==> src/logic/ooa_defines.vh <==
`ifndef OOA_DEFINES_VH
`define OOA_DEFINES_VH

// Register byte addresses
`define OOA_REG_CTRL       8'h00
`define OOA_REG_OPTIONS    8'h04
`define OOA_REG_NODE_LO    8'h08
`define OOA_REG_NODE_HI    8'h0C
`define OOA_REG_GROUP      8'h10
`define OOA_REG_FUNC       8'h14
`define OOA_REG_RXLIST     8'h18
`define OOA_REG_STATUS     8'h1C
`define OOA_REG_STATION_LO 8'h20
`define OOA_REG_STATION_HI 8'h24
`define OOA_REG_ACTIVE     8'h28
`define OOA_REG_IRQ_STS    8'h2C
`define OOA_REG_IRQ_MASK   8'h30

// Control bits
`define OOA_CTRL_OPEN      0
`define OOA_CTRL_CLOSE     1

// Open option bit positions
`define OOA_OPT_FRAME_HOLD 6
`define OOA_OPT_CONTENDER  7
`define OOA_OPT_PASS_BCN   8
`define OOA_OPT_RSVD_MASK  16'hFE00

// Completion status bits
`define OOA_STS_OPEN       0
`define OOA_STS_NODE_ERR   1
`define OOA_STS_LIST_ERR   2

// Interrupt bits
`define OOA_IRQ_OPEN_DONE  0
`define OOA_IRQ_BEACON     1
`define OOA_IRQ_WIDTH      2

// Receive list sizes in bytes
`define OOA_LIST_14        16'h000E
`define OOA_LIST_20        16'h0014
`define OOA_LIST_26        16'h001A
`define OOA_LIST_DEFAULT   16'h001A

// Address field masks
`define OOA_NODE_FMT_MASK  8'hC0
`define OOA_NODE_FMT_VAL   8'h40
`define OOA_GROUP_CMP_MASK 32'h7FFFFFFF
`define OOA_FUNC_CMP_MASK  32'h7FFFFFFC

// Bus responses
`define OOA_RESP_OKAY      2'h0
`define OOA_RESP_SLVERR    2'h2

`endif

==> src/logic/ooa_open_config.v <==
// Notes on behaviour
// - Frame hold set: start DMA only after a whole frame is copied.
// - Frame hold clear: start DMA each time an internal buffer fills.
// - Contender set: join contention that another station starts.
// - Contender bit ignored when this station starts contention itself.
// - Pass-beacon set: forward received beacon frames as receive data.
// - Forward next beacon only if source or type subvector changed.
// - Station address from node field; all zeros uses factory address.
// - Nonzero node address needs first byte bits 0,1 equal 01.
// - Accept frames to group address, bit 0 ignored in compare.
// - Group address of zero turns group recognition off.
// - Functional mask accepts frames, bits 0, 30 and 31 ignored.
// - Functional address of zero disables functional reception.
// - Receive list size is 0, 14, 20 or 26 bytes per fetch.
// - Receive list size zero means a 26-byte fetch.
// - Status bit 1 flags bad node address or all-zero factory address.
// - Status bit 2 flags a receive list size outside the legal set.
//
// Chosen here: the AXI4-Lite register port and the address map.
`timescale 1ns/1ps
`include "ooa_defines.vh"

module ooa_open_config #(
    parameter ADDR_W = 8
) (
    // Clock and reset
    input wire aclk,
    input wire aresetn,
    // AXI4-Lite write address
    input wire [ADDR_W-1:0] s_axi_awaddr,
    input wire [2:0] s_axi_awprot,
    input wire s_axi_awvalid,
    output reg s_axi_awready,
    // AXI4-Lite write data
    input wire [31:0] s_axi_wdata,
    input wire [3:0] s_axi_wstrb,
    input wire s_axi_wvalid,
    output reg s_axi_wready,
    // AXI4-Lite write response
    output reg [1:0] s_axi_bresp,
    output reg s_axi_bvalid,
    input wire s_axi_bready,
    // AXI4-Lite read address
    input wire [ADDR_W-1:0] s_axi_araddr,
    input wire [2:0] s_axi_arprot,
    input wire s_axi_arvalid,
    output reg s_axi_arready,
    // AXI4-Lite read data
    output reg [31:0] s_axi_rdata,
    output reg [1:0] s_axi_rresp,
    output reg s_axi_rvalid,
    input wire s_axi_rready,
    // Factory station address
    input wire [47:0] factory_station_address,
    // Receive path events
    input wire rx_buf_full,
    input wire rx_frame_done,
    output reg rx_dma_start,
    output reg [15:0] rx_list_bytes,
    // Monitor contention
    input wire remote_contention_start,
    input wire local_contention_start,
    output reg contention_join,
    // Beacon frames
    input wire beacon_valid,
    input wire [47:0] beacon_src,
    input wire [7:0] beacon_type,
    output reg beacon_pass,
    // Destination address recognition
    input wire dest_valid,
    input wire [31:0] dest_addr,
    output reg group_hit,
    output reg func_hit,
    // Station state
    output reg [47:0] station_addr,
    output reg station_open,
    output reg irq
);

////////////////////////////////////////////////////////////////////////////////
// Helper functions

function [31:0] merge_bytes;
    input [31:0] old_val;
    input [31:0] new_val;
    input [3:0] strb;
    integer i;
    begin
        merge_bytes = old_val;
        for (i = 0; i < 4; i = i + 1) begin
            if (strb[i]) begin
                merge_bytes[i*8 +: 8] = new_val[i*8 +: 8];
            end
        end
    end
endfunction

function list_size_ok;
    input [15:0] size;
    begin
        list_size_ok = (size == 16'h0000) || (size == `OOA_LIST_14) ||
            (size == `OOA_LIST_20) || (size == `OOA_LIST_26);
    end
endfunction

////////////////////////////////////////////////////////////////////////////////
// Parameter staging registers written by software before open, then status and interrupt registers

reg [15:0] opt_q;
reg [47:0] node_q;
reg [31:0] group_q;
reg [31:0] func_q;
reg [15:0] rxlist_q;
reg [7:0] status_q;
reg [`OOA_IRQ_WIDTH-1:0] irq_sts_q;
reg [`OOA_IRQ_WIDTH-1:0] irq_mask_q;

// Values in force while open
reg [15:0] act_opt_q;
reg [31:0] act_group_q;
reg [31:0] act_func_q;

// Write channel state
reg [ADDR_W-1:0] wr_addr_q;
reg [31:0] wr_data_q;
reg [3:0] wr_strb_q;

wire [31:0] opt_mrg = merge_bytes({16'h0000, opt_q}, wr_data_q, wr_strb_q);
wire [31:0] node_hi_mrg =
    merge_bytes({16'h0000, node_q[15:0]}, wr_data_q, wr_strb_q);
wire [31:0] rxlist_mrg =
    merge_bytes({16'h0000, rxlist_q}, wr_data_q, wr_strb_q);

wire wr_fire = !s_axi_awready && !s_axi_wready && !s_axi_bvalid;
wire rd_fire = s_axi_arvalid && s_axi_arready;

wire ctrl_wr = wr_fire && (wr_addr_q == `OOA_REG_CTRL) && wr_strb_q[0];
wire open_cmd = ctrl_wr && wr_data_q[`OOA_CTRL_OPEN] && !station_open;
wire close_cmd = ctrl_wr && wr_data_q[`OOA_CTRL_CLOSE] && station_open;

////////////////////////////////////////////////////////////////////////////////
// Open command validation

wire node_zero = (node_q == 48'h000000000000);
wire node_fmt_ok =
    (node_q[47:40] & `OOA_NODE_FMT_MASK) == `OOA_NODE_FMT_VAL;
wire factory_zero = (factory_station_address == 48'h000000000000);
wire node_err = node_zero ? factory_zero : !node_fmt_ok;
wire list_err = !list_size_ok(rxlist_q);
wire open_ok = !node_err && !list_err;

reg [7:0] status_d;
always @* begin
    status_d = 8'h00;
    status_d[`OOA_STS_OPEN] = open_ok;
    status_d[`OOA_STS_NODE_ERR] = node_err;
    status_d[`OOA_STS_LIST_ERR] = list_err;
end

////////////////////////////////////////////////////////////////////////////////
// AXI4-Lite handshakes: address and data taken in either order

always @(posedge aclk) begin
    if (!aresetn) begin
        s_axi_awready <= 1'b1;
        s_axi_wready <= 1'b1;
        s_axi_bvalid <= 1'b0;
        s_axi_bresp <= `OOA_RESP_OKAY;
        wr_addr_q <= {ADDR_W{1'b0}};
        wr_data_q <= 32'h00000000;
        wr_strb_q <= 4'h0;
    end else begin
        if (s_axi_awvalid && s_axi_awready) begin
            s_axi_awready <= 1'b0;
            wr_addr_q <= s_axi_awaddr;
        end
        if (s_axi_wvalid && s_axi_wready) begin
            s_axi_wready <= 1'b0;
            wr_data_q <= s_axi_wdata;
            wr_strb_q <= s_axi_wstrb;
        end
        if (wr_fire) begin
            s_axi_bvalid <= 1'b1;
            case (wr_addr_q)
                `OOA_REG_CTRL, `OOA_REG_OPTIONS, `OOA_REG_NODE_LO,
                `OOA_REG_NODE_HI, `OOA_REG_GROUP, `OOA_REG_FUNC,
                `OOA_REG_RXLIST, `OOA_REG_IRQ_MASK:
                    s_axi_bresp <= `OOA_RESP_OKAY;
                default:
                    s_axi_bresp <= `OOA_RESP_SLVERR;
            endcase
        end
        if (s_axi_bvalid && s_axi_bready) begin
            s_axi_bvalid <= 1'b0;
            s_axi_awready <= 1'b1;
            s_axi_wready <= 1'b1;
        end
    end
end

////////////////////////////////////////////////////////////////////////////////
// Writable registers

always @(posedge aclk) begin
    if (!aresetn) begin
        opt_q <= 16'h0000;
        node_q <= 48'h000000000000;
        group_q <= 32'h00000000;
        func_q <= 32'h00000000;
        rxlist_q <= 16'h0000;
        irq_mask_q <= {`OOA_IRQ_WIDTH{1'b0}};
    end else if (wr_fire) begin
        case (wr_addr_q)
            // Reserved option bits are not stored; host leaves them zero
            `OOA_REG_OPTIONS:
                opt_q <= opt_mrg[15:0] & ~`OOA_OPT_RSVD_MASK;
            `OOA_REG_NODE_LO:
                node_q[47:16] <= merge_bytes(node_q[47:16], wr_data_q,
                    wr_strb_q);
            `OOA_REG_NODE_HI:
                node_q[15:0] <= node_hi_mrg[15:0];
            `OOA_REG_GROUP:
                group_q <= merge_bytes(group_q, wr_data_q, wr_strb_q);
            `OOA_REG_FUNC:
                func_q <= merge_bytes(func_q, wr_data_q, wr_strb_q);
            `OOA_REG_RXLIST:
                rxlist_q <= rxlist_mrg[15:0];
            `OOA_REG_IRQ_MASK:
                irq_mask_q <= wr_data_q[`OOA_IRQ_WIDTH-1:0];
            default: ;
        endcase
    end
end

////////////////////////////////////////////////////////////////////////////////
// Open and close; staging writes while open do not disturb the live copy

always @(posedge aclk) begin
    if (!aresetn) begin
        station_open <= 1'b0;
        status_q <= 8'h00;
        act_opt_q <= 16'h0000;
        act_group_q <= 32'h00000000;
        act_func_q <= 32'h00000000;
        station_addr <= 48'h000000000000;
        rx_list_bytes <= `OOA_LIST_DEFAULT;
    end else if (open_cmd) begin
        status_q <= status_d;
        if (open_ok) begin
            station_open <= 1'b1;
            act_opt_q <= opt_q;
            act_group_q <= group_q;
            act_func_q <= func_q;
            station_addr <= node_zero ? factory_station_address
                : node_q;
            rx_list_bytes <= (rxlist_q == 16'h0000) ? `OOA_LIST_DEFAULT
                : rxlist_q;
        end
    end else if (close_cmd) begin
        station_open <= 1'b0;
        status_q <= 8'h00;
    end
end

////////////////////////////////////////////////////////////////////////////////
// Receive path, contention and address recognition

wire opt_hold = act_opt_q[`OOA_OPT_FRAME_HOLD];
wire opt_contend = act_opt_q[`OOA_OPT_CONTENDER];
wire opt_beacon = act_opt_q[`OOA_OPT_PASS_BCN];

reg [47:0] last_bcn_src_q;
reg [7:0] last_bcn_type_q;
reg last_bcn_vld_q;

wire bcn_new = !last_bcn_vld_q || (beacon_src != last_bcn_src_q) ||
    (beacon_type != last_bcn_type_q);
wire bcn_fwd = station_open && opt_beacon && beacon_valid && bcn_new;

always @(posedge aclk) begin
    if (!aresetn) begin
        rx_dma_start <= 1'b0;
        contention_join <= 1'b0;
        beacon_pass <= 1'b0;
        group_hit <= 1'b0;
        func_hit <= 1'b0;
        last_bcn_src_q <= 48'h000000000000;
        last_bcn_type_q <= 8'h00;
        last_bcn_vld_q <= 1'b0;
    end else begin
        // Hold mode trades latency for a whole frame per transfer
        rx_dma_start <= station_open &&
            (opt_hold ? rx_frame_done : rx_buf_full);
        // Own detection always contends, so the option is not consulted
        contention_join <= station_open && (local_contention_start ||
            (remote_contention_start && opt_contend));
        beacon_pass <= bcn_fwd;
        if (open_cmd) begin
            last_bcn_vld_q <= 1'b0;
        end else if (bcn_fwd) begin
            last_bcn_vld_q <= 1'b1;
            last_bcn_src_q <= beacon_src;
            last_bcn_type_q <= beacon_type;
        end
        group_hit <= station_open && dest_valid &&
            (act_group_q != 32'h00000000) &&
            ((dest_addr & `OOA_GROUP_CMP_MASK) ==
             (act_group_q & `OOA_GROUP_CMP_MASK));
        func_hit <= station_open && dest_valid &&
            (act_func_q != 32'h00000000) &&
            ((dest_addr & act_func_q & `OOA_FUNC_CMP_MASK) !=
             32'h00000000);
    end
end

////////////////////////////////////////////////////////////////////////////////
// Interrupts: sticky, cleared by reading, a new event wins over the clear

wire [`OOA_IRQ_WIDTH-1:0] irq_evt = {bcn_fwd, open_cmd};
wire irq_rd_clr = rd_fire && (s_axi_araddr == `OOA_REG_IRQ_STS);
wire [`OOA_IRQ_WIDTH-1:0] irq_sts_d =
    (irq_rd_clr ? {`OOA_IRQ_WIDTH{1'b0}} : irq_sts_q) | irq_evt;

always @(posedge aclk) begin
    if (!aresetn) begin
        irq_sts_q <= {`OOA_IRQ_WIDTH{1'b0}};
        irq <= 1'b0;
    end else begin
        irq_sts_q <= irq_sts_d;
        irq <= |(irq_sts_d & irq_mask_q);
    end
end

////////////////////////////////////////////////////////////////////////////////
// Read channel

reg [31:0] rd_data;
reg rd_err;
always @* begin
    rd_data = 32'h00000000;
    rd_err = 1'b0;
    case (s_axi_araddr)
        `OOA_REG_CTRL: rd_data = {31'h00000000, station_open};
        `OOA_REG_OPTIONS: rd_data = {16'h0000, opt_q};
        `OOA_REG_NODE_LO: rd_data = node_q[47:16];
        `OOA_REG_NODE_HI: rd_data = {16'h0000, node_q[15:0]};
        `OOA_REG_GROUP: rd_data = group_q;
        `OOA_REG_FUNC: rd_data = func_q;
        `OOA_REG_RXLIST: rd_data = {16'h0000, rxlist_q};
        `OOA_REG_STATUS: rd_data = {24'h000000, status_q};
        `OOA_REG_STATION_LO: rd_data = station_addr[47:16];
        `OOA_REG_STATION_HI: rd_data = {16'h0000, station_addr[15:0]};
        `OOA_REG_ACTIVE: rd_data = {rx_list_bytes, act_opt_q};
        `OOA_REG_IRQ_STS:
            rd_data = {{(32-`OOA_IRQ_WIDTH){1'b0}}, irq_sts_q};
        `OOA_REG_IRQ_MASK:
            rd_data = {{(32-`OOA_IRQ_WIDTH){1'b0}}, irq_mask_q};
        default: rd_err = 1'b1;
    endcase
end

always @(posedge aclk) begin
    if (!aresetn) begin
        s_axi_arready <= 1'b1;
        s_axi_rvalid <= 1'b0;
        s_axi_rdata <= 32'h00000000;
        s_axi_rresp <= `OOA_RESP_OKAY;
    end else if (rd_fire) begin
        s_axi_arready <= 1'b0;
        s_axi_rvalid <= 1'b1;
        s_axi_rdata <= rd_data;
        s_axi_rresp <= rd_err ? `OOA_RESP_SLVERR : `OOA_RESP_OKAY;
    end else if (s_axi_rvalid && s_axi_rready) begin
        s_axi_rvalid <= 1'b0;
        s_axi_arready <= 1'b1;
    end
end

endmodule

==> config.mk <==
export PLATFORM = sky130hd
export DESIGN_NAME = ooa_open_config
export DESIGN_NICKNAME = d
export VERILOG_FILES = /design/src/logic/ooa_open_config.v
export VERILOG_INCLUDE_DIRS = /design/src /design/src/logic
export SDC_FILE = /design/constraint.sdc
export NUM_CORES = 1
export LEC_CHECK = 0
export BUFFER_PORTS_ARGS = -buffer_cell sky130_fd_sc_hd__buf_2
export CORE_MARGIN = 4
export CORE_UTILIZATION = 50
export CTS_CLUSTER_SIZE = 10
export DETAILED_ROUTE_END_ITERATION = 7
export PLACE_DENSITY = 0.75
export SLEW_MARGIN = 20
export SYNTH_ARGS = -nofsm -noshare
export SYNTH_HDL_FRONTEND = slang
export SYNTH_SLANG_ARGS = --single-unit
==> constraint.sdc <==
create_clock -name aclk -period 6.1 [get_ports aclk]
set_input_delay 0.61 -clock aclk [delete_from_list [all_inputs] [get_ports aclk]]
set_output_delay 0.61 -clock aclk [all_outputs]
set_load 0.02 [all_outputs]
==> results.json, run 1 <==
{
  "final_cell_count_no_fill": 2971,
  "status": "finished, final reports clean",
  "fin_util_pct": 58.4,
  "synthSimpleGateAreaFrac_pct": 22.9,
  "r2r_start": "node_q[32]$_SDFFE_PN0P_",
  "clkPwrFrac_pct": 44.4,
  "peakVddDrop_mv": 0.228,
  "ff2ff_setup_slack_ps": 2240,
  "reg2reg_depth": 8,
  "routed-wl-met2_um": 31900,
  "vias": 18615,
  "initial_utilization_pct": 50.8,
  "wirelength_um": 71100,
  "critPathLaunchType": "flop",
  "synth_top_area_share_pct": 43.5,
  "drv_cap": 0,
  "yosysMostFrequentCell": "dfxtp_1",
  "seq_power_share_pct": 49.6,
  "cts_root_buf": "clkbuf_16",
  "avgViaCountPerCell": 6.27,
  "wl_met3_um": 7060,
  "required_ps": 6520,
  "placed_cells": 2913,
  "ys_types": 68,
  "cts_tree": "yes",
  "slew_violations": 0,
  "power.internal_mw": 4.40,
  "synth_common_cells": "dfxtp_1, nand2_1, mux2i_1, nand3_1, nor2b_1",
  "htreeDepth": 2,
  "grt_max_degree": 231,
  "antenna_found_initial": 0,
  "yosys_warnings": 0,
  "core_mm2": 0.0388,
  "fin_crit_ps": 3860,
  "synth_compound_area_share_pct": 16.8,
  "power.density_mw_per_mm2": 254,
  "cp_max_fo": 65,
  "pre_cts_ws_ps": 2420,
  "min_path_cells": 3,
  "row_count": 72,
  "netSwitchingPower_mw": 1.37,
  "clk_latency_ps": 590,
  "placed_area_mm2": 0.0214,
  "drive_gt1_share_pct": 17.2,
  "combPwrFrac_pct": 6.0,
  "synth.avg_cell_area_um2": 8.81,
  "nets": 2653,
  "hp-class": "input pin to flop",
  "wirelength_met1_um": 28800,
  "synth-seq-cells": 428,
  "critPathArrivalTime_ps": 4280,
  "grt_pass1_wl_um": 105000,
  "crit_type": "flop to flop",
  "drt_iter0_markers": 2203,
  "postCtsSetupBuffers": 0,
  "grt_use_total_pct": 31.8,
  "fmax_ghz": 0.259,
  "yosysSeqAreaShare_pct": 43.5,
  "fin_area_mm2": 0.0227,
  "clk_pin_slew_ps": 50,
  "postCtsHoldBufs": 0,
  "synth_top_family_by_area": "simple AND/OR/NAND/NOR gates",
  "cts_buffer_depth": 3,
  "num_io_pins": 319,
  "synth-adder-area-share_pct": 0,
  "drt_first_pass_iters": 8,
  "diodes": 0,
  "reg2reg_to": "act_func_q[9]$_SDFFE_PN0P_",
  "synth-edff-count": 0,
  "slew_headroom_pct": 17.9,
  "synth_top_cell_by_area": "dfxtp_1",
  "place.gp.congestion": 1.03,
  "clock_skew_ps": 26.0,
  "cts-resized-gates": 0,
  "cp-end-kind": "flop",
  "finalPower_mw": 5.76,
  "overflow": 0,
  "die-area_mm2": 0.0427,
  "synthXorXnorAreaFrac_pct": 3.82,
  "synth_area_leaders": "dfxtp_1, mux2i_1, nand2_1",
  "min_to": "contention_join$_SDFF_PN0_",
  "synth_flop_cell": "dfxtp_1",
  "clock-sinks": 428,
  "grt_setup_unrepaired": "false",
  "p_leak_nw": 9.29,
  "p_sw_share_pct": 23.7,
  "timing.hold.ws_ps": 248,
  "syn-cell-area_mm2": 0.0197,
  "numCtsBuffers": 49,
  "period_share_pct": 63.3,
  "syn2layout_area_growth_pct": 15.0,
  "dp_hpwl_um": 52200,
  "synthCells": 2238,
  "async_flop_share_pct": 0,
  "die_w_um": 207,
  "worst_slew_pin_slew_ps": 1220,
  "placement.io_buffers": 309,
  "drc": 0,
  "tns_ps": 0,
  "die-height_um": 207,
  "ant_nets": 0,
  "wl_per_cell_um": 23.9,
  "hold_viol_final": 0,
  "synthMuxAreaShare_pct": 8.58,
  "setup_viol": 0,
  "fin_ws_ps": 2240,
  "min_from": "local_contention_start",
  "first_global_vias": 16968,
  "top_layer": "met4"
}
[power groups by stage]
stage,clock network (mW),logic (mW),registers [mW]
floorplan,0,0.194,2.90
finish,2.56,0.344,2.86
global placement,0,0.330,2.92
detailed placement,0,0.337,2.92
global route,2.70,0.370,2.86
CTS,2.59,0.338,2.86
[worst max-delay path, stage by stage (launching register included)]
cell	delay, ps
dfxtp_1	380
nor4_1	500
nand4_1	230
nor3_4	200
buf_4	520
a22oi_1	260
nor2_4	710
buf_4	640
o21ai_0	210
[per-layer routing]
| layer | vias to the layer above | global-route usage, % |
|---|---|---|
| met5 | - | 0 |
| met4 | 0 | 13.0 |
| met3 | 197 | 5.62 |
| met2 | 1116 | 49.1 |
| met1 | 8837 | 44.4 |
| li1 | 8465 | - |
[cell families (layout without fill, tap and decap cells)]
| family | after synthesis | in the layout |
|---|---|---|
| flip-flops | 428 | 428 |
| buffers and inverters | 185 | 399 |
| AND/OR/NAND/NOR | 898 | 898 |
| AO/OA/AOI/OAI | 473 | 473 |
| multiplexers | 167 | 167 |
| XOR/XNOR | 86 | 86 |
| other | 1 | 2 |
[flip-flops by register name, indices dropped and copies added, names as in the netlist, 32 cells and up]
register / count
last_bcn_src_q: 48
node_q: 48
station_addr: 48
act_func_q: 32
act_group_q: 32
func_q: 32
group_q: 32
s_axi_rdata: 32
wr_data_q: 32
[cell type report]
type	count	area, µm²
clock inverters	5	51.3
multi-input cells	1626	10300
fillers	3448	16200
flip-flops and latches	428	8570
clock buffers	53	1260
inverters	5	18.8
repair buffers	336	1780
well taps	518	648
[worst max path at each step]
stage	cells after the start	startpoint	slack [ps]	endpoint
2_1_floorplan	8	factory_station_address[24]	3810	station_addr[10]$_SDFFE_PN0P_
3_3_place_gp	8	node_q[13]$_SDFFE_PN0P_	2470	act_func_q[10]$_SDFFE_PN0P_
3_5_place_dp	8	node_q[13]$_SDFFE_PN0P_	2420	act_func_q[9]$_SDFFE_PN0P_
4_1_cts	8	node_q[32]$_SDFFE_PN0P_	2390	act_func_q[9]$_SDFFE_PN0P_
5_1_grt	8	node_q[13]$_SDFFE_PN0P_	2030	act_func_q[9]$_SDFFE_PN0P_
6_report	8	node_q[32]$_SDFFE_PN0P_	2240	act_func_q[9]$_SDFFE_PN0P_
[cell usage in the layout, fill, tap and decap left out, types with 17 or more instances in the layout]
cell type  count
nand2_1      384
o211a_1       49
o21ai_0       71
xnor2_1       68
a21boi_0     102
nor2b_1      110
nor4_1        55
xor2_1        18
nand3_1      136
a32oi_1       17
o211ai_1      17
a22oi_1       62
dfxtp_1      428
nand4_1      107
buf_2        308
o21ai_1       42
clkbuf_16     49
nor2_1        25
a21oi_1       56
buf_4         25
mux2i_1      161
Note: power is estimated with default switching activity, not from simulation.
==> run 2, diff against run 1 <==
- ABC_AREA: default -> 1
- clock period: 6.1 -> 3.78 ns (I/O delays scaled with it)
==> run 2 against run 1 <==
Setup slack got worse by 1100 ps. Clock power increased by 66%. Die area increased by 1.0%. Wire length decreased by 1.1%. Maximum frequency increased by 44%. Utilization increased by 0.72 points. First-iteration DRC count increased by 16%. Highest routed layer unchanged. Cell count increased by 25%. Critical path depth increased by 3.
==> results.json, run 2 <==
{
  "first_global_vias": 18688,
  "nets": 3380,
  "vias": 20560,
  "hold_viol_final": 0,
  "yosys_warnings": 0,
  "clk_latency_ps": 580,
  "combPwrFrac_pct": 7.5,
  "clock-sinks": 425,
  "dp_hpwl_um": 51800,
  "grt_pass1_wl_um": 107000,
  "htreeDepth": 2,
  "synth-seq-cells": 425,
  "drc": 0,
  "cp-end-kind": "flop",
  "power.density_mw_per_mm2": 413,
  "grt_max_degree": 259,
  "timing.hold.ws_ps": 26.8,
  "drt_iter0_markers": 2553,
  "fin_area_mm2": 0.0231,
  "ys_types": 39,
  "synthCells": 2952,
  "critPathLaunchType": "flop",
  "initial_utilization_pct": 51.1,
  "worst_slew_pin_slew_ps": 1140,
  "avgViaCountPerCell": 5.55,
  "slew_headroom_pct": 24.0,
  "grt_use_total_pct": 30.9,
  "seq_power_share_pct": 48.0,
  "die_w_um": 208,
  "postCtsHoldBufs": 2,
  "crit_slowest_cell": "nand2_4",
  "crit_type": "flop to flop",
  "clock_skew_ps": 22.5,
  "tns_ps": 0,
  "peakVddDrop_mv": 0.307,
  "drv_cap": 0,
  "setup_viol": 0,
  "die-height_um": 208,
  "syn2layout_area_growth_pct": 15.7,
  "antenna_found_initial": 1,
  "cts_buffer_depth": 3,
  "synth_common_cells": "nand2_1, nor2_1, dfxtp_1, a21oi_1, inv_1",
  "status": "finished, final reports clean",
  "synth_flop_cell": "dfxtp_1",
  "layout_commonest_cell": "nand2_1",
  "clkPwrFrac_pct": 44.6,
  "wirelength_um": 70400,
  "period_share_pct": 71.0,
  "yosysSeqAreaShare_pct": 42.7,
  "crit_family": "simple AND/OR/NAND/NOR gates",
  "wl_per_cell_um": 19.0,
  "postCtsSetupBuffers": 0,
  "cp_cell_sequence": "inv_1 > nand3_1 > nor2_1 > nand3_1 > nor2_1 > nand2_1 > nand2_4 > buf_12 > nand3_1 > nand2_1 > nor2_1",
  "critPathArrivalTime_ps": 3140,
  "p_sw_share_pct": 24.1,
  "core_mm2": 0.0390,
  "cts_root_buf": "clkbuf_16",
  "slew_violations": 0,
  "fin_util_pct": 59.1,
  "overflow": 0,
  "p_leak_nw": 10.1,
  "hp-class": "input pin to flop",
  "yosysMostFrequentCell": "nand2_1",
  "grt_setup_unrepaired": "false",
  "power.internal_mw": 7.23,
  "syn-cell-area_mm2": 0.0199,
  "critical_path_buf_inv_count": 2,
  "mostFrequentLayoutCells": "nand2_1, nor2_1, dfxtp_1",
  "num_io_pins": 319,
  "async_flop_share_pct": 0,
  "required_ps": 4240,
  "row_count": 72,
  "cts_tree": "yes",
  "ant_nets": 0,
  "fin_ws_ps": 1100,
  "synth_top_area_share_pct": 42.7,
  "synth_area_leaders": "dfxtp_1, nand2_1, nor2_1",
  "placement.io_buffers": 309,
  "synth.avg_cell_area_um2": 6.75,
  "largestRegisters": "last_bcn_src_q: 48 flops, node_q: 48 flops, station_addr: 48 flops",
  "cts-resized-gates": 0,
  "cpPeakStageDelay_ps": 510,
  "cp_max_fo": 76,
  "synth-edff-count": 0,
  "placed_area_mm2": 0.0217,
  "place.gp.congestion": 1.03,
  "drive_gt1_share_pct": 13.3,
  "fin_crit_ps": 2680,
  "netSwitchingPower_mw": 2.29,
  "clk_pin_slew_ps": 50,
  "drt_first_pass_iters": 6,
  "pre_cts_ws_ps": 1120,
  "fmax_ghz": 0.373,
  "die-area_mm2": 0.0431,
  "numCtsBuffers": 49,
  "synth_top_cell_by_area": "dfxtp_1"
}
[run 2: cell count changes in the layout (fill, tap and decap cells not counted), sizes merged, moves of 49 or more]
cell	change
nor2	+452
inv	+308
a21oi	+262
nand2	+191
mux2i	-161
nor2b	-110
a21boi	-103
o21ai	+102
nand4	-84
nand3	+76
a22oi	-62
o21bai	+56
o211a	-49
[run 2: tightest hold or removal path, stage by stage]
cell and delay, ps:
buf_2 70, a21oi_1 30, nor2_1 80
[run 2: metrics by stage]
step	instances	power, mW
after detailed placement	3638	5.36
after global placement	3638	5.34
final	3707	9.52
after CTS	3704	9.55
after floorplan	2953	5.08
after global routing	3705	9.83
[run 2: cells by family (layout without fill, tap and decap cells)]
logic type | after synthesis | in the layout | share of synthesized area, %
simple gates | 1345 | 1345 | 27.9
compound gates | 659 | 659 | 18.0
flops | 425 | 425 | 42.7
xor+xnor | 36 | 36 | 1.58
other cells | 1 | 5 | 0.0188
buf+inv | 486 | 719 | 9.75
[run 2: area by class of cell]
cell class | count | area [µm²]
Timing Repair Buffer | 338 | 1840
Multi-Input combinational cell | 2042 | 9500
Tap cell | 518 | 648
Sequential cell | 425 | 8510
Antenna cell | 3 | 7.51
Clock buffer | 63 | 1350
Inverter | 317 | 1190
Clock inverter | 1 | 8.76
Fill cell | 3756 | 16000
[run 2: layer usage]
metal  GRT usage, %  part of all wire, %
met2           47.1                   43
met5              0                    0
met4           9.64                  3.0
met3           6.44                   10
met1           44.3                   43
[run 2: path summary, 6_finish.rpt]
kind	slack, ps	cells past startpoint	startpoint	to
max	1100	11	node_q[47]$_SDFFE_PN0P_	act_opt_q[4]$_SDFFE_PN0P_
min	30	3	local_contention_start	contention_join$_SDFF_PN0_
max reg2reg	1100	11	node_q[47]$_SDFFE_PN0P_	act_opt_q[4]$_SDFFE_PN0P_
min reg2reg	460	2	wr_strb_q[3]$_SDFFE_PN0P_	wr_strb_q[3]$_SDFFE_PN0P_
[run 2: power groups by stage]
| stage | registers, mW | logic, mW | clock network, mW |
|---|---|---|---|
| finish | 4.57 | 0.710 | 4.24 |
| global placement | 4.66 | 0.682 | 0 |
| global route | 4.57 | 0.790 | 4.47 |
| floorplan | 4.66 | 0.425 | 0 |
| CTS | 4.57 | 0.700 | 4.29 |
| detailed placement | 4.66 | 0.696 | 0 |
